<file path="config.mk">
export PLATFORM = sky130hd
export DESIGN_NAME = osm_channel
export DESIGN_NICKNAME = d
export VERILOG_FILES = /design/src/logic/osm_channel.v /design/src/logic/osm_sync.v /design/src/logic/osm_clkgen.v
export VERILOG_INCLUDE_DIRS = /design/src /design/src/inc
export SDC_FILE = /design/constraint.sdc
export NUM_CORES = 1
export LEC_CHECK = 0
export BUFFER_PORTS_ARGS = -buffer_cell sky130_fd_sc_hd__buf_2
export CAP_MARGIN = 20
export CORE_MARGIN = 10
export CORE_UTILIZATION = 25
export CTS_CLUSTER_DIAMETER = 80
export DETAILED_ROUTE_END_ITERATION = 8
export HOLD_SLACK_MARGIN = 0.03
export SKIP_CTS_REPAIR_TIMING = 1
export SYNTH_ARGS = -nofsm -noshare
export SYNTH_HDL_FRONTEND = slang
export SYNTH_HIERARCHICAL = 1
export SYNTH_SLANG_ARGS = --single-unit
</file>
<file path="constraint.sdc">
create_clock -name clk_i -period 4.6 [get_ports clk_i]
set_clock_uncertainty 0.2 [all_clocks]
set_input_delay 0.23 -clock clk_i [delete_from_list [all_inputs] [get_ports clk_i]]
set_output_delay 0.23 -clock clk_i [all_outputs]
set_load 0.02 [all_outputs]
</file>
<file path="src/inc/osm_defines.vh">
// constants for the one-shot rc measurement state machine
`ifndef OSM_DEFINES_VH
`define OSM_DEFINES_VH
`define OSM_TCNT_W 13
`define OSM_TCNT_OVF 13'h1000
`define OSM_CYC_W 4
`define OSM_CYC_LAST 4'hb
`define OSM_CYC_FIRST 4'h1
`define OSM_REP_W 11
`define OSM_REP_TOTAL 11'h400
`define OSM_DIV_W 10
`define OSM_FAST_DIV 6'h04
`define OSM_SLOW_DIV 6'h28
`define OSM_PRE_W 6
`endif

</file>
<file path="src/logic/osm_channel.v">
// one channel of the retriggerable rc-timed one-shot control machine
`timescale 1ns/1ps
`include "osm_defines.vh"
// one instance per channel, nothing shared between instances
module osm_channel
(
    input wire clk_i,
    input wire rst_n_i,
    input wire rise_i,
    input wire fall_n_i,
    input wire stop_in_n,
    input wire cmp_low_i,
    input wire cmp_high_i,
    output wire pulse_o,
    output wire pulse_n_o,
    output wire timing_node_o,
    output wire timing_node_oe_o,
    output wire cmp_en_o,
    output wire [`OSM_TCNT_W-1:0] saved_cnt_o
);
localparam [10:0] ST_READY = 11'h001;
localparam [10:0] ST_DISCH = 11'h002;
localparam [10:0] ST_MON = 11'h004;
localparam [10:0] ST_TDEC = 11'h008;
localparam [10:0] ST_CDEC = 11'h010;
localparam [10:0] ST_INC = 11'h020;
localparam [10:0] ST_RST = 11'h040;
localparam [10:0] ST_SAVE = 11'h080;
localparam [10:0] ST_DRST = 11'h100;
localparam [10:0] ST_DLY = 11'h200;
localparam [10:0] ST_DINC = 11'h400;

reg [10:0] state_r;
reg [10:0] state_nxt;
reg [`OSM_TCNT_W-1:0] tcnt_r;
reg [`OSM_TCNT_W-1:0] saved_r;
reg [`OSM_CYC_W-1:0] cyc_r;
reg [`OSM_REP_W-1:0] rep_r;
reg ovf_r;
reg rise_d_r;
reg fall_d_r;
reg stop_d_r;
wire rise_s;
wire fall_s;
wire stop_s;
wire low_s;
wire high_s;
wire trig;
wire tick;
wire run;
wire clr_async;

////////////////////////////////////////////////////////////////////////////
// synchronisers for edge inputs and comparators
osm_sync #(.RST_VAL(1'b0)) u_rise (.clk_i(clk_i), .rst_n_i(rst_n_i),
    .d_i(rise_i), .q_o(rise_s));
osm_sync #(.RST_VAL(1'b1)) u_fall (.clk_i(clk_i), .rst_n_i(rst_n_i),
    .d_i(fall_n_i), .q_o(fall_s));
// power-on idle level is high so that reset release gives no false edge
osm_sync #(.RST_VAL(1'b1)) u_stop (.clk_i(clk_i), .rst_n_i(rst_n_i),
    .d_i(stop_in_n), .q_o(stop_s));
osm_sync #(.RST_VAL(1'b0)) u_low (.clk_i(clk_i), .rst_n_i(rst_n_i),
    .d_i(cmp_low_i), .q_o(low_s));
osm_sync #(.RST_VAL(1'b0)) u_high (.clk_i(clk_i), .rst_n_i(rst_n_i),
    .d_i(cmp_high_i), .q_o(high_s));

// clear acts with no clock, together with power-on reset
assign clr_async = rst_n_i & stop_in_n;

////////////////////////////////////////////////////////////////////////////
// edge memory; rises of stop after clear count as trigger
always @(posedge clk_i or negedge rst_n_i)
begin
    if (!rst_n_i)
    begin
        rise_d_r <= 1'b0;
        fall_d_r <= 1'b1;
        stop_d_r <= 1'b1;
    end
    else
    begin
        rise_d_r <= rise_s;
        fall_d_r <= fall_s;
        stop_d_r <= stop_s;
    end
end

// each edge only counts with the other two inputs at their gating levels
assign trig = (rise_s & ~rise_d_r & ~fall_s & stop_s)
    | (~fall_s & fall_d_r & rise_s & stop_s)
    | (stop_s & ~stop_d_r & rise_s & ~fall_s);

// clocks off only in ready; comparators on only in discharge, monitor and tdec
assign run = (state_r != ST_READY);
assign cmp_en_o = (state_r == ST_DISCH) || (state_r == ST_MON) ||
    (state_r == ST_TDEC);

// cycle 1 fast undivided, later cycles slow with divider 2**(cyc-2)
osm_clkgen u_clk
(
    .clk_i(clk_i),
    .rst_n_i(rst_n_i),
    .run_i(run),
    .slow_i(cyc_r != `OSM_CYC_FIRST),
    .div_sel_i((cyc_r > `OSM_CYC_FIRST) ? cyc_r - 4'h2 : 4'h0),
    .tick_o(tick)
);

////////////////////////////////////////////////////////////////////////////
// next-state: trigger wins over task-complete in monitor, inc, save and the delay states; clear is handled by reset
always @*
begin
    state_nxt = state_r;
    case (state_r)
        ST_READY:
            if (trig)
                state_nxt = ST_DISCH;
        ST_DISCH:
            if (low_s)
                state_nxt = ST_MON;
        ST_MON:
            if (trig)
                state_nxt = ST_DISCH;
            else if (high_s)
                state_nxt = ST_TDEC;
        ST_TDEC:
            if (ovf_r || tcnt_r > `OSM_TCNT_OVF)
                state_nxt = ST_CDEC;
            else
                state_nxt = ST_SAVE;
        ST_CDEC:
            if (cyc_r <= `OSM_CYC_LAST)
                state_nxt = ST_INC;
            else
                state_nxt = ST_SAVE;
        ST_INC:
            if (trig)
                state_nxt = ST_DISCH;
            else
                state_nxt = ST_RST;
        ST_RST:
            state_nxt = ST_DISCH;
        ST_SAVE:
            if (trig)
                state_nxt = ST_DISCH;
            else
                state_nxt = ST_DRST;
        ST_DRST:
            if (trig)
                state_nxt = ST_DISCH;
            else
                state_nxt = ST_DLY;
        ST_DLY:
            if (trig)
                state_nxt = ST_DISCH;
            else if (tcnt_r >= saved_r)
                state_nxt = ST_DINC;
        ST_DINC:
            if (trig)
                state_nxt = ST_DISCH;
            else if (rep_r + 11'h001 >= `OSM_REP_TOTAL)
                state_nxt = ST_READY;
            else
                state_nxt = ST_DRST;
        default:
            state_nxt = ST_READY;
    endcase
end

////////////////////////////////////////////////////////////////////////////
// state and counters; clear resets everything asynchronously
always @(posedge clk_i or negedge clr_async)
begin
    if (!clr_async)
    begin
        state_r <= ST_READY;
        tcnt_r <= {`OSM_TCNT_W{1'b0}};
        saved_r <= {`OSM_TCNT_W{1'b0}};
        cyc_r <= `OSM_CYC_FIRST;
        rep_r <= {`OSM_REP_W{1'b0}};
        ovf_r <= 1'b0;
    end
    else
    begin
        state_r <= state_nxt;
        // timer: held reset in ready; saturates and flags overflow
        if (state_r == ST_READY || state_r == ST_RST ||
            state_r == ST_DRST)
        begin
            tcnt_r <= {`OSM_TCNT_W{1'b0}};
            if (state_r != ST_DRST)
                ovf_r <= 1'b0;
        end
        else if ((state_r == ST_DISCH || state_r == ST_MON ||
            state_r == ST_DLY) && tick)
        begin
            if (tcnt_r > `OSM_TCNT_OVF)
                ovf_r <= 1'b1;
            else
                tcnt_r <= tcnt_r + 13'h0001;
        end
        if (state_r == ST_READY)
        begin
            cyc_r <= `OSM_CYC_FIRST;
            rep_r <= {`OSM_REP_W{1'b0}};
        end
        if (state_r == ST_INC)
        begin
            cyc_r <= cyc_r + 4'h1;
            rep_r <= rep_r + 11'h001;
        end
        if (state_r == ST_SAVE)
        begin
            // measurement pass counts toward the 1024 total
            rep_r <= rep_r + 11'h001;
            if (ovf_r || tcnt_r > `OSM_TCNT_OVF)
                saved_r <= `OSM_TCNT_OVF;
            else
                saved_r <= tcnt_r;
        end
        if (state_r == ST_DINC)
            rep_r <= rep_r + 11'h001;
        if (trig && state_r != ST_READY)
            ovf_r <= 1'b0;
    end
end

////////////////////////////////////////////////////////////////////////////
// pulse high outside ready; node low only while discharging
assign pulse_o = (state_r != ST_READY);
assign pulse_n_o = (state_r == ST_READY);
assign timing_node_o = (state_r != ST_DISCH);
assign timing_node_oe_o = (state_r != ST_MON);
assign saved_cnt_o = saved_r;
endmodule

</file>
<file path="src/logic/osm_sync.v">
// three-stage input synchroniser with agreement filter
`timescale 1ns/1ps
module osm_sync
#(
    parameter RST_VAL = 1'b0
)
(
    input wire clk_i,
    input wire rst_n_i,
    input wire d_i,
    output reg q_o
);
reg s1_r;
reg s2_r;
reg s3_r;

////////////////////////////////////////////////////////////////////////////
// first stage feeds only the second; change counts once 2 and 3 agree
always @(posedge clk_i or negedge rst_n_i)
begin
    if (!rst_n_i)
    begin
        s1_r <= RST_VAL;
        s2_r <= RST_VAL;
        s3_r <= RST_VAL;
        q_o <= RST_VAL;
    end
    else
    begin
        s1_r <= d_i;
        s2_r <= s1_r;
        s3_r <= s2_r;
        if (s2_r == s3_r)
            q_o <= s3_r;
    end
end
endmodule

</file>
<file path="src/logic/osm_clkgen.v">
// counter clock tick generator: prescaled oscillator plus binary divider
`timescale 1ns/1ps
`include "osm_defines.vh"
module osm_clkgen
(
    input wire clk_i,
    input wire rst_n_i,
    input wire run_i,
    input wire slow_i,
    input wire [`OSM_CYC_W-1:0] div_sel_i,
    output wire tick_o
);
reg [`OSM_PRE_W-1:0] pre_r;
reg [`OSM_DIV_W-1:0] div_r;
wire [`OSM_PRE_W-1:0] pre_top;
wire pre_tick;
wire [`OSM_DIV_W-1:0] div_mask;

// oscillators modelled as prescaled system clock
assign pre_top = slow_i ? `OSM_SLOW_DIV : `OSM_FAST_DIV;
assign pre_tick = run_i && (pre_r == pre_top - 6'h01);
// divider of 2**div_sel: all low bits set ends a period
assign div_mask = ~({`OSM_DIV_W{1'b1}} << div_sel_i);
assign tick_o = pre_tick && ((div_r & div_mask) == div_mask);

////////////////////////////////////////////////////////////////////////////
// counters held reset while stopped, saves power in the ready state
always @(posedge clk_i or negedge rst_n_i)
begin
    if (!rst_n_i)
    begin
        pre_r <= {`OSM_PRE_W{1'b0}};
        div_r <= {`OSM_DIV_W{1'b0}};
    end
    else if (!run_i)
    begin
        pre_r <= {`OSM_PRE_W{1'b0}};
        div_r <= {`OSM_DIV_W{1'b0}};
    end
    else if (pre_tick)
    begin
        pre_r <= {`OSM_PRE_W{1'b0}};
        div_r <= div_r + {{(`OSM_DIV_W-1){1'b0}}, 1'b1};
    end
    else
    begin
        pre_r <= pre_r + {{(`OSM_PRE_W-1){1'b0}}, 1'b1};
    end
end
endmodule

</file>
**After elaboration in Yosys (flattened, before gate mapping)**

Index checks and enable logic that the tools add are counted.

- Equality and inequality tests: 30
- Divide/modulo/power cells: 0
- Bitwise logic cells: 17
- Shift operators: 1
- Muxes and demuxes: 35
- Multipliers: 0
- Reductions and logical operators: 18
- Add/subtract/negate cells: 7
- Magnitude comparators: 5

Operator list:

| kind | number |
|---|---|
| case mux 11 bit (11 select lines) | 1 |
| 2-to-1 mux 11 bit | 10 |
| 2-to-1 mux 13 bit | 4 |
| 2-to-1 mux 10 bit | 3 |
| 2-to-1 mux 9 bit | 3 |
| 2-to-1 mux 6 bit | 3 |
| 2-to-1 mux 8 bit | 2 |
| adder 13 x 1 -> 13 bit (second input constant) | 1 |
| greater-or-equal comparator 13 bit | 1 |
| greater-than comparator 13 bit (second input constant) | 1 |
| 2-to-1 mux 4 bit | 3 |
| adder 11 x 1 -> 11 bit (second input constant) | 1 |
| equality test 11 x 1 -> 1 bit (second input constant) | 1 |
| equality test 11 x 10 -> 1 bit (second input constant) | 1 |
| equality test 11 bit (second input constant) | 1 |
| equality test 11 x 2 -> 1 bit (second input constant) | 1 |
| equality test 11 x 3 -> 1 bit (second input constant) | 1 |
| equality test 11 x 4 -> 1 bit (second input constant) | 1 |
| equality test 11 x 5 -> 1 bit (second input constant) | 1 |
| equality test 11 x 6 -> 1 bit (second input constant) | 1 |
| equality test 11 x 7 -> 1 bit (second input constant) | 1 |
| equality test 11 x 8 -> 1 bit (second input constant) | 1 |
| equality test 11 x 9 -> 1 bit (second input constant) | 1 |
| greater-or-equal comparator 11 bit (second input constant) | 1 |
| other kinds (36) | 68 |

- Logic and storage cells: 144
- Bits in registers: 92
- Output and inout port bits: 18
- Bits in latches: 0
- Memory bits (writable): 0
- Memories: 0
- Input bits: 7
- Memory bits (read-only): 0

**Depth between registers and ports, before layout**

Gate-level depths: netlist of the first run.

- Depth in word-level cells: 11
- Gate-level depth with buffers: 14
- Depth with buffers taken out: 14

**By module**

Netlist of the first run, hierarchy kept.

Modules (own cells, without submodules):

| module | times used | seq. area each (µm²) | area each (µm²) | cells each |
|---|---|---|---|---|
| osm_channel | 1 | 1406.3 | 3214.3 | 340 |
| osm_clkgen | 1 | 400.4 | 920.9 | 101 |
| osm_sync at u_high ... | 3 | 100.1 | 111.4 | 5 |
| osm_sync at u_fall ... | 2 | 105.1 | 116.4 | 5 |

**Worst setup path before layout of the first run**

Ideal clock, no wire load.

- Path kind: flip-flop to flip-flop
- From: reg state_r[9]
- To: reg tcnt_r[7]
- Clock period less this slack: 3.386 ns
- Data arrival time: 3.054 ns
- Stages on the path, launching flop included: 15
- Data required time: 4.268 ns
- Buffers on the path: 2
- Setup slack: 1.214 ns
- Setup time: 0.132 ns
- Cells stage by stage: dfrtp_1 -> clkbuf_1 -> or3_1 -> nor2_1 -> nand3_1 -> clkbuf_1 -> inv_1 -> a221oi_1 -> and4_1 -> nor3b_1 -> o211ai_1 -> nor4_2 -> nand4_1 -> xor2_1 -> nor2_1

- Longest elaborated chain between the ends: 6
- Elaborated cells between the ends (all ways): 18
- Classes of those cells: 8 x eq/ne; 1 x mux; 9 x reduce/logical

RTL lines:

| item | line | source |
|---|---|---|
| start, declared | osm_channel.v:33 | `reg [10:0] state_r;` |
| start signal, assigned | osm_channel.v:185 | `state_r <= state_nxt;` |
| != test 11 x 1 -> 1 bit | n/a |  |
| named net pulse_o | osm_channel.v:14 | `output wire pulse_o,` |
| logical AND 1 bit | osm_clkgen.v:21 | `assign pre_tick = run_i && (pre_r == pre_top - 6'h01);` |
| logical AND 1 bit | osm_clkgen.v:24 | `assign tick_o = pre_tick && ((div_r & div_mask) == div_mask);` |
| named net tick | osm_channel.v:49 | `wire tick;` |
| logical AND 1 bit | osm_channel.v:195 | `state_r == ST_DLY) && tick)` |
| nonzero test 2 bit (no source line) | n/a |  |
| AND reduction 2 bit (no source line) | n/a |  |
| end signal, assigned | osm_channel.v:177 | `` tcnt_r <= {`OSM_TCNT_W{1'b0}}; `` |
| end signal, assigned | osm_channel.v:190 | `` tcnt_r <= {`OSM_TCNT_W{1'b0}}; `` |
| end signal, assigned | osm_channel.v:200 | `tcnt_r <= tcnt_r + 13'h0001;` |
| end, declared | osm_channel.v:35 | `` reg [`OSM_TCNT_W-1:0] tcnt_r; `` |

The timed path passes the listed nets, and every way through them passes these cells.
A chain may end at the register's enable or synchronous reset.

**Worst setup path after layout of the first run**

- From: reg cyc_r[0]
- To: reg tcnt_r[11]

- Longest elaborated chain between the ends: 10
- Elaborated cells between the ends (all ways): 16
- Classes of those cells: 2 x add/sub; 1 x order compare; 3 x eq/ne; 1 x shift; 2 x mux; 2 x bitwise; 5 x reduce/logical

RTL lines:

| item | line | source |
|---|---|---|
| start, declared | osm_channel.v:37 | `` reg [`OSM_CYC_W-1:0] cyc_r; `` |
| start signal, assigned | osm_channel.v:179 | `` cyc_r <= `OSM_CYC_FIRST; `` |
| start signal, assigned | osm_channel.v:204 | `` cyc_r <= `OSM_CYC_FIRST; `` |
| start signal, assigned | osm_channel.v:209 | `cyc_r <= cyc_r + 4'h1;` |
| subtractor 4 x 2 -> 4 bit / greater-than comparator 4 x 1 -> 1 bit (equally long branches) | n/a |  |
| 2-to-1 mux 4 bit | osm_channel.v:105 | `` .div_sel_i((cyc_r > `OSM_CYC_FIRST) ? cyc_r - 4'h2 : 4'h0), `` |
| << shifter 10 x 4 -> 10 bit | osm_clkgen.v:23 | `` assign div_mask = ~({`OSM_DIV_W{1'b1}} << div_sel_i); `` |
| NOT 10 bit | osm_clkgen.v:23 |  |
| bitwise AND 10 bit | osm_clkgen.v:24 |  |
| equality test 10 bit | osm_clkgen.v:24 |  |
| logical AND 1 bit (*) | osm_clkgen.v:24 |  |
| named net tick | osm_channel.v:49 |  |
| logical AND 1 bit (*) | osm_channel.v:195 |  |
| nonzero test 2 bit (no source line) (*) | n/a |  |
| AND reduction 2 bit (no source line) (*) | n/a |  |

Mark *: on every way through the listed nets, which the timed path passes. The rest lies on a longest branch.

==> results.py, run 1 <==
metrics = {
    "run_status": {
        "outcome": "completed",
    },
    "final_layout": {
        "fin_cells": 738,
        "final.fill_count": 1911,
        "seq_area_sq_um": 2320,
        "final_net_count": 529,
        "n_antenna_cell": 0,
        "final_common_cell": "dfrtp_1",
        "syn_to_final_growth_pct": 16.4,
        "layout-drive-gt1-share": 0.151,
        "final_area_sq_um": 5470,
        "multi_input_area_sq_um": 2210,
        "final_cell_mix": "80 x dfrtp_1, 46 x nor2_1, 39 x nand2_1",
    },
    "timing": {
        "tns_ns": 0,
        "finalCriticalPeriod_ns": 3.57,
        "period_share": 0.775,
        "slew_headroom": 0.382,
        "slew_violations": 0,
        "hold_slack_ns": 0.151,
        "hold_viol": 0,
        "worstMarginPinSlew_ns": 0.924,
        "fmax_mhz": 280,
        "setup-violations-final": 0,
        "grt_setup_unrepaired": "no",
    },
    "pwr": {
        "switching_share": 0.323,
        "power.total_mw": 2.13,
        "p_seq_frac": 0.421,
        "p_comb_frac": 0.206,
        "peakVddDrop_uv": 206,
        "clockPowerShare": 0.372,
        "powerDensity_nw_per_um2": 390,
        "leakage_nw": 2.40,
        "switchingPower_uw": 689,
        "p_int_mw": 1.44,
    },
    "floorplanning": {
        "num_io_pins": 25,
        "dieArea_sq_um": 24700,
        "coreArea_sq_um": 18600,
        "core.rowCount": 50,
        "fp.dieH_um": 157,
        "die_x_um": 157,
        "initial_core_util": 0.253,
    },
    "worst_setup_path": {
        "endpoint": "tcnt_r[11]$_DFFE_PN0P_",
        "crit_start": "cyc_r[0]$_DFFE_PN1P_",
        "r2r_slack_ns": 1.03,
        "worst_setup_path_end_kind": "flop",
        "cp_max_fo": 6,
        "path_cells": "ha_1 > nand2_1 > or3_4 > a21oi_1 > and4_1 > nor3b_1 > o211ai_1 > nor4_2 > nand3_1 > xor2_1 > nor2_1",
        "start_kind": "flop",
        "arrival_ns": 3.65,
        "reg2reg_depth": 11,
        "path_class": "flop to flop",
        "crit_required_ns": 4.68,
        "timing.rr.end": "tcnt_r[11]$_DFFE_PN0P_",
        "max_stage_delay_ns": 0.58,
        "r2r_start": "cyc_r[0]$_DFFE_PN1P_",
        "slowest_stage": "dfstp_2",
    },
    "global_routing": {
        "grt_pass1_wl_mm": 17.0,
        "grt_pass1_vias": 3416,
        "antenna_found_initial": 0,
        "grt_max_degree": 41,
        "overflow": 0,
        "grt.total_usage": 0.0850,
    },
    "logic_synthesis": {
        "yosys_warnings": 6,
        "synth_seq_cells": 92,
        "ys.flop_type": "dfrtp_1",
        "ys_seq_area_frac": 0.493,
        "synth_area_per_cell_sq_um": 10.1,
        "async_flop_share": 1.00,
        "synth_fp_nets": 496,
        "netlist-cell-type-count": 59,
        "netlist_instances": 466,
        "synth_edf_count": 0,
        "syn-cell-area_sq_um": 4700,
    },
    "detailed_routing": {
        "vias": 3382,
        "wl_per_cell_um": 13.4,
        "drc": 0,
        "ant_nets": 0,
        "dr.pass1.iters": 4,
        "routed_wl_mm": 9.86,
        "drtIter0Drc": 240,
        "vias_per_cell": 4.58,
    },
    "clocking": {
        "cts.clk_slew.worst_paths_ns": 0.07,
        "ctsRootBufferMaster": "clkbuf_16",
        "cts_max_level": 3,
        "clkLatencyLatePin_ns": 0.35,
        "cts.sinks": 92,
        "clockBufferDepth": 2,
        "cts_buffers": 9,
        "cts_tree": "yes",
    },
    "placed_design": {
        "dp_hpwl_mm": 7.04,
        "post_dp_cell_area_sq_um": 5090,
        "dp.cells": 716,
        "gp_congestion": 0.818,
        "io_buffers": 24,
    },
    "hold_path": {
        "hp-class": "flop to flop",
    },
    "run": {
        "max_cap_violations": 0,
    },
}
-- how the worst min path moves through the flow --
stage / start / end / slack, ns / cells past startpoint
3_5_place_dp: rst_n_i / u_clk/div_r[3]$_DFFE_PN0P_ / 0.11 / 2
6_report: u_rise/s1_r$_DFF_PN0_ / u_rise/s2_r$_DFF_PN0_ / 0.15 / 0
4_1_cts: rst_n_i / u_clk/pre_r[1]$_DFF_PN0_ / -0.28 / 2
5_1_grt: u_high/s1_r$_DFF_PN0_ / u_high/s2_r$_DFF_PN0_ / 0.16 / 0
2_1_floorplan: rst_n_i / rise_d_r$_DFF_PN0_ / -0.27 / 0
3_3_place_gp: rst_n_i / u_clk/div_r[3]$_DFFE_PN0P_ / 0.10 / 2
-- cell type report --
cell class,instances,share of cell area
clock inverter,7,0.0178
sequential,92,0.423
timing repair buffer,36,0.0411
multi-input combinational,333,0.405
inverter,27,0.0185
tap,234,0.0535
clock buffer,9,0.0411
-- power by group through the flow --
| stage | clock network, mW | logic, mW | registers [mW] |
|---|---|---|---|
| final | 0.794 | 0.440 | 0.899 |
| after global routing | 0.854 | 0.485 | 0.906 |
| after CTS | 0.819 | 0.443 | 0.897 |
| after detailed placement | 0 | 0.441 | 0.913 |
| after global placement | 0 | 0.442 | 0.913 |
| after floorplan | 0 | 0.321 | 0.883 |
-- metrics by stage --
step / worst slack [ns] / utilization
6_report: 1.03 / 0.295
5_1_grt: 0.740 / 0.295
4_1_cts: 1.04 / 0.291
3_5_place_dp: 1.08 / 0.274
3_3_place_gp: 1.11 / 0.274
2_1_floorplan: 1.21 / -
-- synth_stat cells, types with 10 or more instances --
master / n / share of area
a21oi_1: 15 / 0.016
a22o_1: 11 / 0.020
clkbuf_1: 10 / 0.0080
dfrtp_1: 80 / 0.43
dfstp_2: 12 / 0.067
ha_1: 23 / 0.061
inv_1: 26 / 0.021
nand2_1: 39 / 0.031
nand3_1: 23 / 0.024
nor2_1: 46 / 0.037
nor3_1: 18 / 0.019
o21ai_0: 21 / 0.022
xor2_1: 18 / 0.034
-- state kept, by name, indices dropped and copies added (netlist names), 4 cells and up --
signal       flops
u_clk/pre_r      6
rep_r           11
u_clk/div_r     10
saved_cnt_o     13
tcnt_r          13
cyc_r            4
state_r         11
-- routing by layer --
metal,global-route usage,vias up,share of wire
met3,0.0240,8,0.034
li1,-,1729,-
met2,0.136,36,0.47
met5,0,-,0
met4,0.0289,0,0.013
met1,0.107,1609,0.49
-- critical path, delay by kind of cell, from the launching register on --
family / cells / cell delay, ns
adder cells (fa/ha/maj): 1 / 0.17
XOR/XNOR: 1 / 0.16
AO/OA/AOI/OAI: 2 / 0.65
AND/OR/NAND/NOR: 7 / 1.72
flip-flops: 1 / 0.58
-- logic make-up after synthesis --
family / Yosys count / share of synthesized area
flip-flops: 92 / 0.493
AO/OA/AOI/OAI: 85 / 0.124
XOR/XNOR: 26 / 0.0484
AND/OR/NAND/NOR: 188 / 0.212
adder cells (fa/ha/maj): 28 / 0.0732
buffers and inverters: 41 / 0.0365
multiplexers: 6 / 0.0130
Power figures use the tool's default switching activity.
==> inputs of run 2 (changes only) <==
Clock period 4.6 ns to 3.4 ns, I/O delays scaled along.
==> results.py, run 2 (synthesized netlist as in run 1, its figures left out) <==
metrics = {
    "run_status": {
        "outcome": "completed",
    },
    "detailed_routing": {
        "wl_per_cell_um": 13.3,
        "vias": 3444,
        "ant_nets": 0,
        "vias_per_cell": 4.60,
        "routed_wl_mm": 9.93,
        "drc": 0,
        "drtIter0Drc": 166,
        "dr.pass1.iters": 5,
    },
    "pwr": {
        "powerDensity_nw_per_um2": 506,
        "peakVddDrop_uv": 288,
        "leakage_nw": 2.45,
    },
    "worst_setup_path": {
        "slowest_stage": "dfstp_2",
        "worst_setup_path_end_kind": "flop",
        "start_kind": "flop",
        "arrival_ns": 3.28,
        "critPathTopFamily": "simple AND/OR/NAND/NOR gates",
        "path_class": "flop to flop",
        "path_buf_inv": 1,
        "crit_required_ns": 3.43,
        "path_cells": "ha_4 > o21a_4 > nor2_4 > or3_4 > a221oi_2 > and4_1 > nor3b_2 > o211ai_1 > nor4b_4 > buf_4 > nand3_1 > xor2_1 > nor2_1",
        "cp_max_fo": 6,
        "max_stage_delay_ns": 0.57,
    },
    "floorplanning": {
        "core.rowCount": 50,
        "fp.dieH_um": 157,
        "coreArea_sq_um": 18600,
        "initial_core_util": 0.253,
        "dieArea_sq_um": 24700,
        "num_io_pins": 25,
        "die_x_um": 157,
    },
    "timing": {
        "slew_violations": 0,
        "worstMarginPinSlew_ns": 0.906,
        "fmax_mhz": 308,
        "slew_headroom": 0.396,
        "finalCriticalPeriod_ns": 3.25,
        "tns_ns": 0,
        "hold_slack_ns": 0.153,
        "setup-violations-final": 0,
        "grt_setup_unrepaired": "yes",
        "hold_viol": 0,
        "period_share": 0.955,
    },
    "global_routing": {
        "grt.total_usage": 0.0837,
        "antenna_found_initial": 0,
        "grt_max_degree": 40,
        "grt_pass1_wl_mm": 16.8,
        "grt_pass1_vias": 3336,
        "overflow": 0,
    },
    "hold_path": {
        "hp-class": "flop to flop",
    },
    "final_layout": {
        "fin_util": 0.301,
        "final_cell_mix": "79 x dfrtp_1, 43 x nor2_1, 39 x nand2_1",
        "n_antenna_cell": 0,
        "final_common_cell": "dfrtp_1",
        "syn_to_final_growth_pct": 18.9,
        "final_net_count": 540,
        "layout-drive-gt1-share": 0.190,
    },
    "run": {
        "max_cap_violations": 0,
    },
    "clocking": {
        "cts.clk_slew.worst_paths_ns": 0.08,
        "clkLatencyLatePin_ns": 0.34,
        "cts_tree": "yes",
        "cts_buffers": 9,
        "cts_max_level": 3,
        "cts.sinks": 92,
        "ctsRootBufferMaster": "clkbuf_16",
        "clockBufferDepth": 2,
    },
    "placed_design": {
        "dp_hpwl_mm": 7.11,
        "io_buffers": 24,
        "gp_congestion": 0.818,
    },
}
## run 2: worst paths after layout
kind,startpoint,to,slack (ns),cells after the start
hold / removal,u_rise/s1_r$_DFF_PN0_,u_rise/s2_r$_DFF_PN0_,0.15,0
min in group asynchronous,rst_n_i,u_clk/div_r[3]$_DFFE_PN0P_,0.26,3
setup / recovery,cyc_r[0]$_DFFE_PN1P_,tcnt_r[4]$_DFFE_PN0P_,0.15,13
hold reg to reg,u_rise/s1_r$_DFF_PN0_,u_rise/s2_r$_DFF_PN0_,0.15,0
max in group asynchronous,rst_n_i,cyc_r[2]$_DFFE_PN0P_,1.74,4
setup reg to reg,cyc_r[0]$_DFFE_PN1P_,tcnt_r[4]$_DFFE_PN0P_,0.15,13
## run 2: worst register-to-register path: cells and delay by family (launching register included)
family	cells	cell delay, ns
buffers and inverters	1	0.17
AO/OA/AOI/OAI	3	0.65
AND/OR/NAND/NOR	7	1.26
adder cells (fa/ha/maj)	1	0.14
XOR/XNOR	1	0.15
flip-flops	1	0.57
## run 2: area by class of cell
type | instances | area (sq um)
clock buffer | 9 | 225
clock inverter | 7 | 76.3
fill | 1885 | 13000
inverter | 27 | 101
multi-input combinational | 333 | 2270
sequential | 92 | 2320
tap | 234 | 293
timing repair buffer | 47 | 308
## run 2: report_power, final
| group | switching, mW | internal [mW] | leakage [nW] | total, mW |
|---|---|---|---|---|
| combinational | 0.392 | 0.220 | 1.10 | 0.612 |
| sequential | 0.0601 | 1.15 | 1.20 | 1.21 |
| clock | 0.478 | 0.525 | 0.149 | 1.00 |
| total | 0.930 | 1.90 | 2.45 | 2.83 |
## run 2: per-layer routing
| metal | share of wire | track usage |
|---|---|---|
| met5 | 0 | 0 |
| met3 | 0.026 | 0.0240 |
| met1 | 0.49 | 0.109 |
| met2 | 0.47 | 0.132 |
| met4 | 0.0060 | 0.0245 |
## run 2: through the flow
step	worst slack [ns]	std cells	power, mW	area, sq um
finish	0.152	749	2.83	5590
global route	-0.0554	749	2.99	5590
CTS	0.0423	740	2.87	5450
detailed placement	0.0734	724	1.85	5150
global placement	0.113	724	1.84	5150
floorplan	0.0140	466	1.63	4700
